[src/design/tle_pkg.sv]
package tle_pkg;
  // ==========================================
  // Control bit positions (per-channel control word)
  localparam int RAIL_SEL_BIT = 4;
  localparam int ZSUB_BIT = 3;
  localparam int EQ_LSB = 5;
  localparam int LOSS_STD_BIT = 2;
  // ==========================================
  // Equalizer codes
  localparam logic [2:0] EQ_DS1_MAX = 3'h4;
  localparam logic [2:0] EQ_CEPT_OPT2 = 3'h5;
  localparam logic [2:0] EQ_CEPT_120 = 3'h6;
  localparam logic [2:0] EQ_UNUSED = 3'h7;
  // ==========================================
  // Signal-loss counts (bit periods)
  localparam int DS1_LOS_ZEROS = 100;
  localparam int CEPT_LOS_ZEROS = 255;
  localparam int DS1_WINDOW = 100;
  localparam int CEPT_WINDOW = 255;
  localparam int DS1_MIN_ONES = 13;
  localparam int CEPT_MIN_ONES = 32;
  localparam int STRICT_MAX_ZRUN = 15;
  localparam int LOOSE_MAX_ZRUN = 99;
  // ==========================================
  // Transmit timing
  localparam int BASE_DELAY = 3;
  localparam int JA_EXTRA_DELAY = 8;
  localparam int CLK_NS = 10;
  localparam int DS1_PW_NS = 350;
  localparam int CEPT_PW_NS = 244;
  localparam int DS1_PW_CYC = DS1_PW_NS / CLK_NS;
  localparam int CEPT_PW_CYC = CEPT_PW_NS / CLK_NS;
  localparam logic [7:0] RST_ZERO = 8'h00;
endpackage : tle_pkg

[src/design/tle_channel.sv]
// Overview of operation
// - Signal loss asserts after 100 zeros (DS1) or 255 zeros (CEPT).
// - Loss clears at 12.5% ones; zero run limit 15 strict, else 99.
// - Rail select low: single NRZ line; high: positive and negative lines.
// - Transmitter makes AMI, with optional B8ZS (DS1) or HDB3 (CEPT).
// - Zero gives no pulse; positive mark pulses the ring output.
// - Input to driver latency about 5 to 10 bit periods, per substitution bit.
// - Jitter attenuator in transmit path adds further latency.
// - Internal timer sets pulse width, independent of clock duty cycle.
// - Three-bit equalizer field selects equalization and line rate.
// - Codes 000 to 100 select DS1 cable ranges up to 3.0 dB.
// - Code 101 CEPT 75 ohm opt 2; 110 CEPT 120/75 opt 1; 111 unused.
// - Substitution only in single-rail mode with substitution bit set.
// - DS1 ones density evaluated over 100 contiguous positions.
// - Loss-standard bit picks DS1 clearing criterion; CEPT unaffected.
module tle_channel (
  input wire logic i_mclk, // 100 MHz clock
  input wire logic i_reset, // Sync reset, active high
  input wire logic i_system_transmit_clock, // Framer bit clock pin
  input wire logic i_tx_pos_data, // NRZ data, or positive rail
  input wire logic i_tx_neg_data, // Negative rail (dual-rail)
  input wire logic i_rail_select, // 1 = dual-rail
  input wire logic i_zero_subst, // Substitution enable
  input wire logic i_tx_jitter_atten_select, // Extra transmit delay
  input wire logic i_eq_code_bit_a, // Equalizer code msb
  input wire logic i_eq_code_bit_b, // Equalizer code mid
  input wire logic i_eq_code_bit_c, // Equalizer code lsb
  input wire logic i_loss_standard_select, // 1 = strict DS1 criterion
  input wire logic i_rx_clk_en, // Receive bit strobe, same domain
  input wire logic i_rx_mark, // Received pulse in this bit
  output logic o_line_tip_output, // Negative pulse drive
  output logic o_line_ring_output, // Positive pulse drive
  output logic o_tx_fifo_ready, // Transmit buffer has space
  output logic o_cept_mode, // Line rate is CEPT
  output logic o_eq_code_illegal, // Unused equalizer code
  output logic o_digital_signal_loss // Receive loss flag
);
  // ==========================================
  // Pin synchronisers and bit strobe
  logic [2:0] s1_reg;
  logic [2:0] s2_reg;
  logic clk_d_reg;
  logic bit_en;
  always_ff @(posedge i_mclk) begin
    if (i_reset) begin
      s1_reg <= '0;
      s2_reg <= '0;
      clk_d_reg <= 1'b0;
    end else begin
      s1_reg <= {i_system_transmit_clock, i_tx_neg_data, i_tx_pos_data};
      s2_reg <= s1_reg;
      clk_d_reg <= s2_reg[2];
    end
  end
  assign bit_en = s2_reg[2] && !clk_d_reg;

  logic [2:0] eq_code;
  logic cept;
  logic subst_on;
  assign eq_code = {i_eq_code_bit_a, i_eq_code_bit_b, i_eq_code_bit_c};
  assign cept = (eq_code == tle_pkg::EQ_CEPT_OPT2) || (eq_code == tle_pkg::EQ_CEPT_120);
  assign subst_on = i_zero_subst && !i_rail_select;

  // ==========================================
  // Input buffer: decouples framer strobe from encoder pacing
  logic [1:0] sym_in;
  logic in_valid;
  logic f_valid;
  logic [1:0] f_data;
  logic pipe_adv;
  logic fifo_rdy;
  // Single-rail: mark on pos line; dual-rail: each rail its own mark
  assign sym_in = i_rail_select ? {s2_reg[1], s2_reg[0]} : {1'b0, s2_reg[0]};
  assign in_valid = bit_en;
  tle_fifo #(.WIDTH(2), .DEPTH(32)) u_fifo (
    .i_mclk(i_mclk),
    .i_reset(i_reset),
    .i_valid(in_valid),
    .o_ready(fifo_rdy),
    .i_data(sym_in),
    .o_valid(f_valid),
    .i_ready(pipe_adv),
    .o_data(f_data)
  );
  // Encoder advances one bit per strobe once buffer holds the latency depth
  logic [5:0] fill_reg;
  logic primed_reg;
  always_ff @(posedge i_mclk) begin
    if (i_reset) begin
      fill_reg <= '0;
      primed_reg <= 1'b0;
    end else if (bit_en && !primed_reg) begin
      fill_reg <= fill_reg + 6'd1;
      if (fill_reg + 6'd1 >= 6'(i_tx_jitter_atten_select ? tle_pkg::JA_EXTRA_DELAY : 0)) begin
        primed_reg <= 1'b1;
      end
    end
  end
  assign pipe_adv = bit_en && primed_reg && f_valid;
  // Port from a flop; one cycle late, the framer paces far slower
  always_ff @(posedge i_mclk) begin
    if (i_reset) begin
      o_tx_fifo_ready <= 1'b1;
    end else begin
      o_tx_fifo_ready <= fifo_rdy;
    end
  end

  // ==========================================
  // Zero-substitution encoder: 8-bit lookahead line
  logic [7:0] dly_reg;
  logic [7:0] neg_reg;
  logic last_pol_reg;
  logic odd_marks_reg;
  logic [7:0] dly_next;
  logic [7:0] neg_next;
  logic odd_next;
  logic mark_out;
  logic pol_out;
  logic [1:0] sym_out_reg;
  // Single-rail: neg bit marks a violation, i.e. repeat the last polarity.
  // Relative polarity stays right while earlier marks still sit in the line.
  always_comb begin
    dly_next = {dly_reg[6:0], f_data[0]};
    neg_next = {neg_reg[6:0], f_data[1]};
    odd_next = odd_marks_reg ^ f_data[0];
    if (subst_on && !cept && dly_next == 8'h00) begin
      // B8ZS 000VB0VB
      dly_next = 8'b0001_1011;
      neg_next = 8'b0001_0010;
    end else if (subst_on && cept && dly_next[3:0] == 4'h0) begin
      // HDB3: 000V after odd marks since last V, else B00V
      dly_next[3:0] = odd_marks_reg ? 4'b0001 : 4'b1001;
      neg_next[3:0] = 4'b0001;
      odd_next = 1'b0;
    end
  end
  assign mark_out = subst_on ? dly_reg[7] : dly_reg[2];
  assign pol_out = (subst_on && neg_reg[7]) ? last_pol_reg : !last_pol_reg;
  always_ff @(posedge i_mclk) begin
    if (i_reset) begin
      dly_reg <= tle_pkg::RST_ZERO;
      neg_reg <= tle_pkg::RST_ZERO;
      last_pol_reg <= 1'b0;
      odd_marks_reg <= 1'b0;
      sym_out_reg <= '0;
    end else if (pipe_adv) begin
      dly_reg <= dly_next;
      neg_reg <= neg_next;
      odd_marks_reg <= odd_next;
      // Dual-rail: pass through, 3-bit delay
      sym_out_reg <= i_rail_select ? {neg_reg[2], dly_reg[2]} : 2'b00;
      if (!i_rail_select && mark_out) begin
        last_pol_reg <= pol_out;
        sym_out_reg <= pol_out ? 2'b10 : 2'b01;
      end
    end
  end

  // ==========================================
  // Pulse-width timer: fixed width from fast clock
  logic [5:0] pw_reg;
  always_ff @(posedge i_mclk) begin
    if (i_reset) begin
      pw_reg <= '0;
      o_line_ring_output <= 1'b0;
      o_line_tip_output <= 1'b0;
    end else if (pipe_adv && sym_out_reg != 2'b00) begin
      pw_reg <= 6'(cept ? tle_pkg::CEPT_PW_CYC : tle_pkg::DS1_PW_CYC);
      o_line_ring_output <= sym_out_reg[0];
      o_line_tip_output <= sym_out_reg[1];
    end else if (pw_reg > 6'd1) begin
      pw_reg <= pw_reg - 6'd1;
    end else begin
      pw_reg <= '0;
      o_line_ring_output <= 1'b0;
      o_line_tip_output <= 1'b0;
    end
  end

  always_ff @(posedge i_mclk) begin
    if (i_reset) begin
      o_cept_mode <= 1'b0;
      o_eq_code_illegal <= 1'b0;
    end else begin
      o_cept_mode <= cept;
      o_eq_code_illegal <= eq_code == tle_pkg::EQ_UNUSED;
    end
  end

  // ==========================================
  // Digital signal-loss monitor
  logic [7:0] zrun_reg;
  logic [7:0] win_reg;
  logic [7:0] ones_reg;
  logic run_bad_reg;
  logic [7:0] los_lim;
  logic [7:0] win_len;
  logic [7:0] ones_min;
  logic [7:0] zmax;
  assign los_lim = 8'(cept ? tle_pkg::CEPT_LOS_ZEROS : tle_pkg::DS1_LOS_ZEROS);
  assign win_len = 8'(cept ? tle_pkg::CEPT_WINDOW : tle_pkg::DS1_WINDOW);
  assign ones_min = 8'(cept ? tle_pkg::CEPT_MIN_ONES : tle_pkg::DS1_MIN_ONES);
  assign zmax = 8'((!cept && i_loss_standard_select) ? tle_pkg::STRICT_MAX_ZRUN
                                                      : tle_pkg::LOOSE_MAX_ZRUN);
  always_ff @(posedge i_mclk) begin
    if (i_reset) begin
      zrun_reg <= '0;
      win_reg <= '0;
      ones_reg <= '0;
      run_bad_reg <= 1'b0;
      o_digital_signal_loss <= 1'b0;
    end else if (i_rx_clk_en) begin
      zrun_reg <= i_rx_mark ? 8'h00 : (zrun_reg == 8'hff ? zrun_reg : zrun_reg + 8'h01);
      if (!i_rx_mark && zrun_reg + 8'h01 >= los_lim) begin
        o_digital_signal_loss <= 1'b1;
      end
      if (win_reg + 8'h01 >= win_len) begin
        // Window closes: clear when density met and no long run inside
        if (o_digital_signal_loss && !run_bad_reg &&
            ones_reg + 8'(i_rx_mark) >= ones_min &&
            (i_rx_mark || zrun_reg < zmax)) begin
          o_digital_signal_loss <= 1'b0;
        end
        win_reg <= '0;
        ones_reg <= '0;
        run_bad_reg <= 1'b0;
      end else begin
        win_reg <= win_reg + 8'h01;
        ones_reg <= ones_reg + 8'(i_rx_mark);
        if (!i_rx_mark && zrun_reg >= zmax) begin
          run_bad_reg <= 1'b1;
        end
      end
    end
  end
endmodule // tle_channel

[src/design/tle_fifo.sv]
module tle_fifo #(
  parameter int WIDTH = 2,
  parameter int DEPTH = 32
) (
  input wire logic i_mclk, // Clock
  input wire logic i_reset, // Sync reset
  input wire logic i_valid, // Write valid
  output logic o_ready, // Space available
  input wire logic [WIDTH-1:0] i_data, // Write data
  output logic o_valid, // Data available
  input wire logic i_ready, // Read accept
  output logic [WIDTH-1:0] o_data // Read data
);
  localparam int AW = $clog2(DEPTH);
  logic [WIDTH-1:0] mem_reg [DEPTH];
  logic [AW-1:0] wr_reg;
  logic [AW-1:0] rd_reg;
  logic [AW:0] cnt_reg;
  logic push;
  logic pop;
  assign push = i_valid && o_ready;
  assign pop = o_valid && i_ready;
  assign o_ready = cnt_reg != (AW+1)'(DEPTH);
  assign o_valid = cnt_reg != '0;
  assign o_data = mem_reg[rd_reg];
  always_ff @(posedge i_mclk) begin
    if (push) begin
      mem_reg[wr_reg] <= i_data;
    end
  end
  always_ff @(posedge i_mclk) begin
    if (i_reset) begin
      wr_reg <= '0;
      rd_reg <= '0;
      cnt_reg <= '0;
    end else begin
      if (push) begin
        wr_reg <= (wr_reg == AW'(DEPTH - 1)) ? '0 : wr_reg + 1'b1;
      end
      if (pop) begin
        rd_reg <= (rd_reg == AW'(DEPTH - 1)) ? '0 : rd_reg + 1'b1;
      end
      cnt_reg <= cnt_reg + (AW+1)'(push) - (AW+1)'(pop);
    end
  end
endmodule // tle_fifo

[src/design/tle_quad.sv]
module tle_quad #(
  parameter int CHANNELS = 4
) (
  input wire logic i_mclk, // 100 MHz clock
  input wire logic i_reset, // Sync reset
  input wire logic [CHANNELS-1:0] i_system_transmit_clock, // Per-channel bit clocks
  input wire logic [CHANNELS-1:0] i_tx_pos_data, // NRZ or positive rail
  input wire logic [CHANNELS-1:0] i_tx_neg_data, // Negative rail
  input wire logic [CHANNELS-1:0] i_rail_select, // Dual-rail select
  input wire logic [CHANNELS-1:0] i_zero_subst, // Substitution enable
  input wire logic [CHANNELS-1:0] i_tx_jitter_atten_select, // Transmit JA
  input wire logic [CHANNELS-1:0] i_eq_code_bit_a, // Eq msb
  input wire logic [CHANNELS-1:0] i_eq_code_bit_b, // Eq mid
  input wire logic [CHANNELS-1:0] i_eq_code_bit_c, // Eq lsb
  input wire logic [CHANNELS-1:0] i_loss_standard_select, // Strict DS1
  input wire logic [CHANNELS-1:0] i_rx_clk_en, // Receive bit strobes
  input wire logic [CHANNELS-1:0] i_rx_mark, // Received marks
  output logic [CHANNELS-1:0] o_line_tip_output, // Tip drive
  output logic [CHANNELS-1:0] o_line_ring_output, // Ring drive
  output logic [CHANNELS-1:0] o_tx_fifo_ready, // Buffer space
  output logic [CHANNELS-1:0] o_cept_mode, // CEPT rate
  output logic [CHANNELS-1:0] o_eq_code_illegal, // Code 111
  output logic [CHANNELS-1:0] o_digital_signal_loss // Loss flags
);
  // ==========================================
  // Independent channels
  for (genvar c = 0; c < CHANNELS; c++) begin : g_ch
    tle_channel u_ch (
      .i_mclk(i_mclk),
      .i_reset(i_reset),
      .i_system_transmit_clock(i_system_transmit_clock[c]),
      .i_tx_pos_data(i_tx_pos_data[c]),
      .i_tx_neg_data(i_tx_neg_data[c]),
      .i_rail_select(i_rail_select[c]),
      .i_zero_subst(i_zero_subst[c]),
      .i_tx_jitter_atten_select(i_tx_jitter_atten_select[c]),
      .i_eq_code_bit_a(i_eq_code_bit_a[c]),
      .i_eq_code_bit_b(i_eq_code_bit_b[c]),
      .i_eq_code_bit_c(i_eq_code_bit_c[c]),
      .i_loss_standard_select(i_loss_standard_select[c]),
      .i_rx_clk_en(i_rx_clk_en[c]),
      .i_rx_mark(i_rx_mark[c]),
      .o_line_tip_output(o_line_tip_output[c]),
      .o_line_ring_output(o_line_ring_output[c]),
      .o_tx_fifo_ready(o_tx_fifo_ready[c]),
      .o_cept_mode(o_cept_mode[c]),
      .o_eq_code_illegal(o_eq_code_illegal[c]),
      .o_digital_signal_loss(o_digital_signal_loss[c])
    );
  end
endmodule // tle_quad

[config.mk]
export PLATFORM = sky130hd
export DESIGN_NAME = tle_quad
export DESIGN_NICKNAME = d
export VERILOG_FILES = /design/src/design/tle_pkg.sv /design/src/design/tle_channel.sv /design/src/design/tle_fifo.sv /design/src/design/tle_quad.sv
export SDC_FILE = /design/constraint.sdc
export NUM_CORES = 1
export LEC_CHECK = 0
export ABC_AREA = 1
export BUFFER_PORTS_ARGS = -buffer_cell sky130_fd_sc_hd__buf_4
export CORE_ASPECT_RATIO = 0.6
export CORE_UTILIZATION = 61
export DETAILED_ROUTE_END_ITERATION = 8
export GPL_TIMING_DRIVEN = 0
export PLACE_DENSITY_LB_ADDON = 0.25
export SLEW_MARGIN = 10
export SYNTH_ARGS = -nofsm -noshare
export SYNTH_HDL_FRONTEND = slang
export SYNTH_SLANG_ARGS = --single-unit
[constraint.sdc]
create_clock -name i_mclk -period 2.9 [get_ports i_mclk]
set_input_delay 0.29 -clock i_mclk [delete_from_list [all_inputs] [get_ports i_mclk]]
set_output_delay 0.29 -clock i_mclk [all_outputs]
set_load 0.02 [all_outputs]
==> metrics, run 1 <==
drt initial violations=2578; CTS Buf Count=56; Starting Density=about 62%; commonest non-fill, non-tap cell in the layout=nand2_1; Hold Violations, Final=0; syn avg cell area=8.49 um2; most frequent cells in the layout=nand2_1, nor2_1, dfxtp_1; asr flop ratio synth=0%; Worst Hold Class=in2reg; Clk pin slew, worst setup/hold paths=0.07 ns; wl on met1=between 30000 and 40000 um; crit start category=flop; met3 wirelength from detailed routing=7510 um; Yosys cell types=53; arrival time worst endpoint=3.31 ns; EDFF count, synth=256; clk_skew=0.0144 ns; clock sinks=~620; syn_nets=3669; die footprint=49400 um2; Reg2Reg Capture Point=g_ch[1].u_ch.u_fifo.cnt_reg[4]; first-pass GRT wire length=118000 um; Clock Latency Late Sink=0.60 ns; WS Path Type=reg2reg; max-cap viol count=0; Post-Route WL=74300 um; hold path depth=3; R2R setup slack=0.11 ns; hold_ws=0.0340 ns; Slew @ Worst Pin=1.21 ns; Via Count=between 20k and 25k; CP endpoint kind=flop; Util after Layout=68.9%; Area growth syn-to-layout=11.5%; largest net degree at the start of global routing=33; total gr overflow=0; max-slew violations=0; die width=286 um; routed len/inst=17.2 um; Fillers=3764; Die Span Y=172 um; status=finished clean; VDD IR max=0.000594 V; r2r worst-path depth=16; vias in the first global route=about 23k; Antenna Nets Post-Route=0; Crit Path Max Fanout=7; Slowest Stage Delay on Critical Path=0.41 ns; H-tree levels=2; #FFs+latches synth=~620; Cell Rows=62; Tcrit/Tclk final=96.2%; Final #Nets=~3.8k; Hold Crit Endpoint=g_ch[1].u_ch.sym_out_reg[0]; CTS tree=done; IO buf count=69; First-pass DRT Iterations=5; crit path cell chain=inv_1, ha_1, nand4_1, nand2_2, clkinvlp_4, ha_1, inv_1, ha_1, fa_1, nand2_1, inv_1, nor2_1, nor2_1, nor2_1, o21ai_0, a21oi_1; ys flop type=dfxtp_1; Placer Congestion=0.951; Final min period=2.79 ns; number of flip-flops in the largest register=256; hold path startpoint=i_rail_select[1]; Via density=between 5 and 6; pwr/cell area=roughly 600 nW/um2; sequential fraction of the synthesis area=50.9%; number of I/O pins=74; initial antenna violation count=0; fraction of layout cells with a size suffix above 1=9.62%; Ys Warns=0; # diodes=0; Reg2Reg Launch Point=g_ch[1].u_ch.u_fifo.cnt_reg[3]; Worst EP required=3.42 ns; P_leak=~13 nW; area of the mapped netlist=29600 um2; Synth Instances=3479; Slowest-stage cell, CP=fa_1; Highest Clock Rate=359 MHz; uppermost routed layer=met4; Core Area=about 48000 um2; Met2 Wirelength=32700 um; Slew HR=between 10% and 20%; final setup vio count=0; Clock Path Buffers=3; drt drc=0; placed wire-length estimate=roughly 53000 um; root buffer cell=clkbuf_16; Total GRT Usage=29.9%
where the power goes:
part           internal (mW)  switching (mW)
Sequential              9.49           0.286
Clock                   4.25            3.31
Combinational           1.10            1.80
through the flow:
stage	instances	instance area (um2)	TNS [ns]	worst slack, ns	total power [mW]
floorplan	3479	29600	0	0.366	12.0
global placement	4188	30900	-0.748	-0.319	12.6
detailed placement	4188	30900	-1.47	-0.453	12.8
CTS	4306	32900	0	0.0427	20.3
global route	4309	32900	-0.00961	-0.00961	21.1
finish	4309	32900	0	0.111	20.2
logic make-up (layout without fill, tap and decap cells):
group	after synthesis	after routing	share of synthesized area, %
simple gates	1606	1606	23.4
flops	624	624	50.9
compound gates	500	500	9.16
buf+inv	487	677	6.77
fa+ha+maj	140	140	6.03
xor+xnor	111	111	3.32
mux	11	11	0.373
synthesized netlist by cell type (3+ instances only):
cell type	n	area [um2]
buf_2	30	150
o211ai_1	27	203
xnor2_1	30	263
nand2_4	5	56.3
clkbuf_1	69	259
nor4_1	5	31.3
nand3_2	11	110
a211oi_1	5	37.5
xor2_1	80	701
nand2_2	16	100
ha_1	136	1700
nor2_1	518	1940
buf_6	4	45.0
o21bai_1	11	82.6
o21a_1	8	60.1
a21oi_1	197	986
inv_2	19	71.3
or2_2	14	87.6
inv_1	332	1250
buf_1	3	11.3
nand3b_1	9	67.6
mux2i_1	11	110
nor3_1	38	190
nand4_1	37	231
a31oi_1	10	62.6
nand2_1	656	2460
nand4_2	4	50.1
edfxtp_1	256	7690
nand3_1	235	1180
nor2_2	42	263
dfxtp_1	368	7370
nor3b_2	4	50.1
o21ai_0	221	1110
buf_4	27	203
o221ai_1	11	96.3
fa_1	4	80.1
nor3_2	4	40.0
how the worst max path moves through the flow:
stage | startpoint | end | slack (ns) | cells past startpoint
3_5_place_dp | g_ch[0].u_ch.s2_reg[2] | g_ch[0].u_ch.u_fifo.cnt_reg[5] | -0.45 | 19
2_1_floorplan | g_ch[0].u_ch.u_fifo.cnt_reg[2] | g_ch[0].u_ch.u_fifo.cnt_reg[4] | 0.37 | 17
5_1_grt | g_ch[1].u_ch.u_fifo.cnt_reg[3] | g_ch[1].u_ch.u_fifo.cnt_reg[4] | -0.01 | 16
3_3_place_gp | g_ch[0].u_ch.s2_reg[2] | g_ch[0].u_ch.u_fifo.cnt_reg[4] | -0.32 | 18
4_1_cts | g_ch[1].u_ch.s2_reg[2] | g_ch[1].u_ch.u_fifo.cnt_reg[4] | 0.04 | 17
6_report | g_ch[1].u_ch.u_fifo.cnt_reg[3] | g_ch[1].u_ch.u_fifo.cnt_reg[4] | 0.11 | 16
cell type report:
cell class / instances / area (um2) / area share, %
multi-input combinational: 2368 / 12500 / 38.0
sequential: 624 / 15100 / 45.7
inverter: 354 / 1350 / 4.09
tap: 640 / 801 / 2.43
clock inverter: 25 / 228 / 0.691
clock buffer: 79 / 1620 / 4.92
timing repair buffer: 91 / 728 / 2.21
buffer: 128 / 649 / 1.97
routing by layer:
metal	vias up	GRT usage, %
li1	11737	-
met1	11494	42.4
met2	1062	46.8
met3	122	6.31
met4	0	7.60
met5	-	0
what timing repair did:
item                                   4_1_cts  5_1_grt
setup endpoints to repair                   11        7
resized for setup                            2       10
endpoints found under the hold margin       16        0
setup buffers                                0        4
hold buffers                                18        0
critical path, delay by kind of cell, from the launching register on:
| family | cells | cell delay [ns] |
|---|---|---|
| AOI/OAI and AO/OA | 2 | 0.26 |
| adders and majority gates | 4 | 1.12 |
| buffers and inverters | 4 | 0.37 |
| DFF | 1 | 0.32 |
| and+or+nand+nor | 6 | 0.65 |
Note: power is estimated with default switching activity, not from simulation.
==> run 2, diff against run 1 <==
Settings changed: CELL_PAD_IN_SITES_DETAIL_PLACEMENT from default to 1, CELL_PAD_IN_SITES_GLOBAL_PLACEMENT from default to 1, CORE_UTILIZATION 61 to 48.
==> run 2 against run 1 <==
  * Combinational power up 5%
  * Critical path depth is the same
  * Hold slack gained 0.0043 ns
  * Final area is 1.7% higher
  * Register-to-register slack improved by 0.05 ns
  * Setup slack improved by 0.049 ns
  * Clock-buffer cell count up 9
  * Maximum frequency is 1.8% higher
  * Clock power up 7.4%
  * Sequential power about the same
  * Via count is 1.6% higher
==> metrics, run 2 (same netlist as run 1, synthesis figures left out) <==
vias in the first global route=26.1k (+13%); total gr overflow=0 (unchanged); Clock power frac=38.7% (+1.4 points); Slew HR=20.8% (+1.6 points); Gate power share=14.5% (+0.2 points); Tcrit/Tclk final=94.5% (-1.7 points); Final min period=2.74 ns (-0.0495 ns); fraction of layout cells with a size suffix above 1=10.1% (+0.51 points); VDD IR max=0.000481 V (-19%); Clock Path Buffers=3 (unchanged); post-placement cell area=31100 um2 (+0.76%); die footprint=62600 um2 (+27%); Starting Density=48.5% (-13 points); pwr/cell area=625 nW/um2 (+1.8%); root buffer cell=clkbuf_16; number of flip-flops in the largest register=256 (unchanged); die width=322 um (+13%); Net Sw Power=5.74 mW (+6.5%); First-pass DRT Iterations=5 (unchanged); Crit Path Max Fanout=10 (+3); register area=15100 um2 (unchanged); Clk pin slew, worst setup/hold paths=0.06 ns (about the same); most frequent cells in the layout=nand2_1, nor2_1, dfxtp_1; Int Pwr=15.2 mW (+2.5%); initial antenna violation count=2 (+2); CTS Buf Count=59 (+5.4%); placed wire-length estimate=63400 um (+20%); Hold Violations, Final=0 (unchanged); Highest Clock Rate=365 MHz (+1.8%); IO buf count=69 (unchanged); clock sinks=624 (unchanged); WS Path Type=reg2reg; Slowest Stage Delay on Critical Path=0.35 ns (-0.06 ns); CTS tree=done; Core Area=60900 um2 (+27%); number of I/O pins=74 (unchanged); Fillers=7237 (+92%); Via density=5.49 (-3.1%); final worst slack=0.160 ns (+0.0495 ns); worst slack at placement=-0.531 ns (-0.0776 ns); Area growth syn-to-layout=13.3%; largest net degree at the start of global routing=33 (unchanged); commonest non-fill, non-tap cell in the layout=nand2_1; first-pass GRT wire length=141000 um (+20%); max-cap viol count=0 (unchanged); final setup vio count=0 (unchanged); Worst EP required=3.47 ns (+0.05 ns); clk_skew=0.0195 ns (+0.00513 ns); Cell Rows=70 (+13%); Total GRT Usage=28.4% (-1.6 points); Die Span Y=194 um (+13%); drt drc=0 (unchanged); Switching Share=27.4% (+0.76 points); arrival time worst endpoint=3.31 ns (about the same); drt initial violations=1793 (-30%); Final #Nets=3834 (+0.55%); P_leak=13.5 nW (+1.3%); Slew @ Worst Pin=1.19 ns (-0.0255 ns); Placer Congestion=0.887 (-6.8%); part of the power in registers=46.8% (-1.5 points); crit path cell chain=inv_1, ha_1, nand4_1, nand2_2, buf_4, ha_1, inv_1, ha_1, fa_2, nand2_1, inv_1, nor2_1, nor2_1, nor2_1, o21ai_0, a21oi_1; final instance area=33500 um2 (+1.7%); status=finished clean; Antenna Nets Post-Route=0 (unchanged); Util after Layout=55.0% (-14 points); Slowest-stage cell, CP=fa_2; max-slew violations=0 (unchanged); Post-Route WL=88800 um (+20%); H-tree levels=2 (unchanged); Worst Hold Class=in2reg; crit start category=flop; routed len/inst=19.6 um (+14%); Via Count=24.8k (+1.6%); area used by multi-input combinational logic=12500 um2 (about the same); CP endpoint kind=flop; Clock Latency Late Sink=0.65 ns (+0.05 ns)
## run 2: cell count changes in the layout (fill, tap and decap cells not counted), moves of 3 or more
cell           delta
dlygate4sd3_1     +8
clkinv_1          -5
clkbuf_1          +3
clkinv_2          +3
clkbuf_16         +3
buf_4            +10
## run 2: stage by stage
stage / power [mW] / hold WS [ns] / TNS [ns] / instances
2_1_floorplan: 12.0 / 0.388 / 0 / 3479
6_report: 20.9 / 0.0383 / 0 / 4522
3_3_place_gp: 12.6 / 0.395 / -1.30 / 4376
3_5_place_dp: 12.9 / 0.400 / -3.01 / 4376
4_1_cts: 21.0 / 0.00712 / 0 / 4509
5_1_grt: 21.8 / 0.0391 / -0.00816 / 4521
## run 2: power groups by stage
stage,registers (mW),clock network [mW],logic (mW)
global route,9.84,8.55,3.40
floorplan,9.88,0,2.10
CTS,9.80,8.23,3.00
global placement,9.95,0,2.65
detailed placement,9.99,0,2.93
finish,9.81,8.11,3.04
## run 2: path summary, 6_finish.rpt
check / startpoint / to / slack (ns) / cells after the start
worst max-delay path: g_ch[3].u_ch.u_fifo.cnt_reg[2] / g_ch[3].u_ch.u_fifo.cnt_reg[4] / 0.16 / 16
worst max register to register: g_ch[3].u_ch.u_fifo.cnt_reg[2] / g_ch[3].u_ch.u_fifo.cnt_reg[4] / 0.16 / 16
worst min-delay path: i_rx_clk_en[3] / g_ch[3].u_ch.win_reg[0] / 0.04 / 4
worst min register to register: g_ch[0].u_ch.s1_reg[0] / g_ch[0].u_ch.s2_reg[0] / 0.41 / 2
## run 2: cell type report
| type | count | area share, % |
|---|---|---|
| inverter | 354 | 4.03 |
| antenna | 1 | 0.00747 |
| buffer | 129 | 1.96 |
| clock buffer | 88 | 5.19 |
| sequential | 624 | 44.9 |
| clock inverter | 22 | 0.751 |
| timing repair buffer | 108 | 2.61 |
| multi-input combinational | 2368 | 37.4 |
| tap | 828 | 3.09 |
## run 2: what timing repair did
action | in CTS | in global routing
endpoints found under the hold margin | 22 | 0
pin swaps | 0 | 3
gates resized for setup | 3 | 20
endpoints found under the setup margin | 13 | 8
hold buffers | 26 | 0
setup buffers | 1 | 12
## run 2: critical path, delay by kind of cell, from the launching register on
| family | cells | cell delay [ns] |
|---|---|---|
| flip-flops | 1 | 0.34 |
| AO/OA/AOI/OAI | 2 | 0.26 |
| adder cells (fa/ha/maj) | 4 | 1.06 |
| buffers and inverters | 4 | 0.37 |
| AND/OR/NAND/NOR | 6 | 0.62 |
## run 2: layer usage
layer	vias up	routed length [um]	part of all wire, %	track usage (%)
met2	577	40900	46	46.2
met5	-	0	0	0
met4	0	1730	2.0	7.00
li1	11781	-	-	-
met1	12340	41100	46	39.5
met3	119	5030	5.7	4.37
==> run 3, diff against run 2 <==
Settings changed: ABC_AREA 1 to default, CORE_UTILIZATION 48 to 50, SKIP_CTS_REPAIR_TIMING from default to 1, SYNTH_HIERARCHICAL from default to 1.
==> run 3 against run 2 <==
  * The run now ends with negative setup slack left
  * Global-route usage fell by 2.4 points
  * Critical path depth fell by 6
  * Clock-buffer cell count fell by 9
  * Cell count fell by 13%
  * Sequential share of layout area fell by 2.3 points
  * Critical path type unchanged
  * Critical endpoint is now g_ch[3].u_ch/odd_marks_reg
==> metrics, run 3 <==
status=complete, but fails checks; failing checks=negative setup slack; Via density=5.99 (+9.2%); placed wire-length estimate=55200 um (-13%); Worst Hold Class=in2reg; commonest non-fill, non-tap cell in the layout=nor2_1; Hold Violations, Final=0 (unchanged); clk_skew=0.0249 ns (+0.00541 ns); Cell Rows=68 (-2.9%); asr flop ratio synth=0% (unchanged); Final #Nets=3316 (-14%); #FFs+latches synth=624 (unchanged); die footprint=60500 um2 (-3.4%); clock sinks=624 (unchanged); Area growth syn-to-layout=18.8%; Total GRT Usage=26.0% (-2.4 points); fraction of layout cells with a size suffix above 1=17.9% (+7.8 points); CTS Buf Count=58 (-1.7%); CTS tree=done; Antenna Nets Post-Route=0 (unchanged); Reg2Reg Capture Point=g_ch[3].u_ch/odd_marks_reg; largest net degree at the start of global routing=33 (unchanged); IO buf count=69 (unchanged); number of I/O pins=74 (unchanged); largest cells by area after synthesis=edfxtp_1, dfxtp_1, ha_1, nor2_1, mux2i_1; first-pass GRT wire length=126000 um (-10%); Core Area=58100 um2 (-4.5%); First-pass DRT Iterations=5 (unchanged); Via Count=23.6k (-4.8%); final setup vio count=51 (+51); pwr/cell area=580 nW/um2 (-7.2%); syn avg cell area=10.3 um2 (+22%); Yosys cell types=89 (+68%); syn_nets=3072 (-16%); Starting Density=51.2% (+2.6 points); P_leak=12.7 nW (-5.4%); routed len/inst=22.2 um (+13%); arrival time worst endpoint=3.61 ns (+0.30 ns); crit start category=flop; Pwr Total=20.5 mW (-2.1%); EDFF count, synth=256 (unchanged); most frequent cells in the layout=nor2_1, dfxtp_1, edfxtp_1; H-tree levels=2 (unchanged); r2r worst-path depth=10 (-6); number of flip-flops in the largest register=256 (unchanged); most common cell in the netlist=nor2_1; R2R setup slack=-0.23 ns (-0.39 ns); Clock Latency Late Sink=0.64 ns (about the same); crit path cell chain=buf_8, mux4_2, a22oi_2, nand4_1, or4b_4, nor3_4, and2_4, o21ai_0, nand2_1, a21oi_1; root buffer cell=clkbuf_16; max-cap viol count=0 (unchanged); Ys Warns=6 (+6); hold path depth=3 (-1); Setup TNS=-6.04 ns (-6.04 ns); Clk pin slew, worst setup/hold paths=0.07 ns (about the same); Crit Path Max Fanout=8 (-2); Slowest-stage cell, CP=or4b_4; WS Path Type=reg2reg; drt initial violations=1848 (+3.1%); Slowest Stage Delay on Critical Path=0.62 ns (+0.27 ns); Synth area leader=edfxtp_1; hold path startpoint=i_rx_mark[2]; Synth Instances=2878 (-17%); Slew HR=19.2% (-1.6 points); WP buf/inv=1 (-3); Tcrit/Tclk final=108% (+13 points); sequential fraction of the synthesis area=50.6% (-0.31 points); vias in the first global route=23.7k (-9.3%); Worst EP required=3.38 ns (-0.09 ns); total gr overflow=0 (unchanged); Post-Route WL=87400 um (-1.6%); final worst slack=-0.230 ns (-0.390 ns); max-slew violations=0 (unchanged); Slew @ Worst Pin=1.21 ns (+0.0244 ns); CP endpoint kind=flop; Hold Crit Endpoint=g_ch[2].u_ch/zrun_reg[6]; RSZ-0062 raised after global routing=yes; Die Span Y=191 um (-1.7%); VDD IR max=0.000472 V (-1.8%); die width=317 um (-1.7%); initial antenna violation count=0 (-2); drt drc=0 (unchanged); Yosys top cell area share=25.9% (-0.16 points); Placer Congestion=0.822 (-7.3%); CP delay by family, top=simple AND/OR/NAND/NOR gates; Synth top cells by count=nor2_1, dfxtp_1, edfxtp_1; Highest Clock Rate=320 MHz (-12%); Clock Path Buffers=3 (unchanged); ys flop type=dfxtp_1; area of the mapped netlist=29700 um2 (+0.61%); Final min period=3.13 ns (+0.390 ns)
[run 3: worst max-delay path by stage]
stage / to / slack (ns) / from / cells past startpoint
floorplan: g_ch[0].u_ch/u_fifo/cnt_reg[4] / 0.01 / g_ch[0].u_ch/u_fifo/cnt_reg[2] / 16
global placement: g_ch[2].u_ch/u_fifo/cnt_reg[4] / -0.52 / g_ch[2].u_ch/u_fifo/cnt_reg[2] / 16
detailed placement: g_ch[0].u_ch/u_fifo/cnt_reg[4] / -0.72 / g_ch[0].u_ch/u_fifo/cnt_reg[3] / 16
CTS: g_ch[0].u_ch/u_fifo/cnt_reg[4] / -0.79 / g_ch[0].u_ch/u_fifo/cnt_reg[3] / 16
global route: g_ch[1].u_ch/neg_reg[3] / -0.34 / flop / 8
finish: g_ch[3].u_ch/odd_marks_reg / -0.23 / flop / 10
[run 3: report_power, final]
part           leakage, nW  switching, mW  internal (mW)
logic                 6.38           1.53           1.18
registers             5.36          0.236           9.36
clock network        0.999           3.52           4.68
total                 12.7           5.29           15.2
[run 3: layer usage]
| metal | wire [um] | vias to the layer above | share of wire, % | global-route usage [%] |
|---|---|---|---|---|
| met3 | 4340 | 111 | 5.0 | 3.21 |
| met5 | 0 | - | 0 | 0 |
| li1 | - | 10853 | - | - |
| met1 | 38600 | 12017 | 44 | 36.7 |
| met4 | 1350 | 0 | 1.5 | 5.33 |
| met2 | 43000 | 649 | 49 | 42.8 |
[run 3: final cells by class]
class / instances / area, um2
fillers: 6191 / 22800
flip-flops and latches: 624 / 15100
multi-input cells: 2018 / 14400
clock buffers: 79 / 1680
repair buffers: 188 / 1530
well taps: 770 / 963
plain buffers: 122 / 857
inverters: 110 / 453
clock inverters: 31 / 357
diodes: 1 / 2.50
[run 3: cell families (layout without fill, tap and decap cells)]
family | Yosys count | count (layout) | share of synthesized area, %
adder cells (fa/ha/maj) | 144 | 144 | 6.16
AO/OA/AOI/OAI | 495 | 495 | 11.2
AND/OR/NAND/NOR | 1093 | 1093 | 18.8
flip-flops | 624 | 624 | 50.6
buffers and inverters | 236 | 530 | 3.64
multiplexers | 125 | 125 | 4.88
XOR/XNOR | 161 | 161 | 4.74
other | 0 | 1 | 0
[run 3: metrics by stage]
stage | hold WS [ns] | utilization (%) | cells | setup slack (ns) | area [um2]
global placement | 0.416 | 53.7 | 3717 | -0.522 | 31200
finish | 0.0217 | 60.8 | 3943 | -0.230 | 35300
CTS | -0.166 | 57.2 | 3827 | -0.791 | 33200
detailed placement | 0.429 | 53.7 | 3717 | -0.716 | 31200
floorplan | 0.414 | - | 2878 | 0.0132 | 29700
global route | 0.0136 | 60.8 | 3942 | -0.344 | 35300
[run 3: tightest hold or removal path, delay by kind of cell]
kind            cells  cell delay (ns)
compound gates      2             0.17
buf+inv             1             0.13
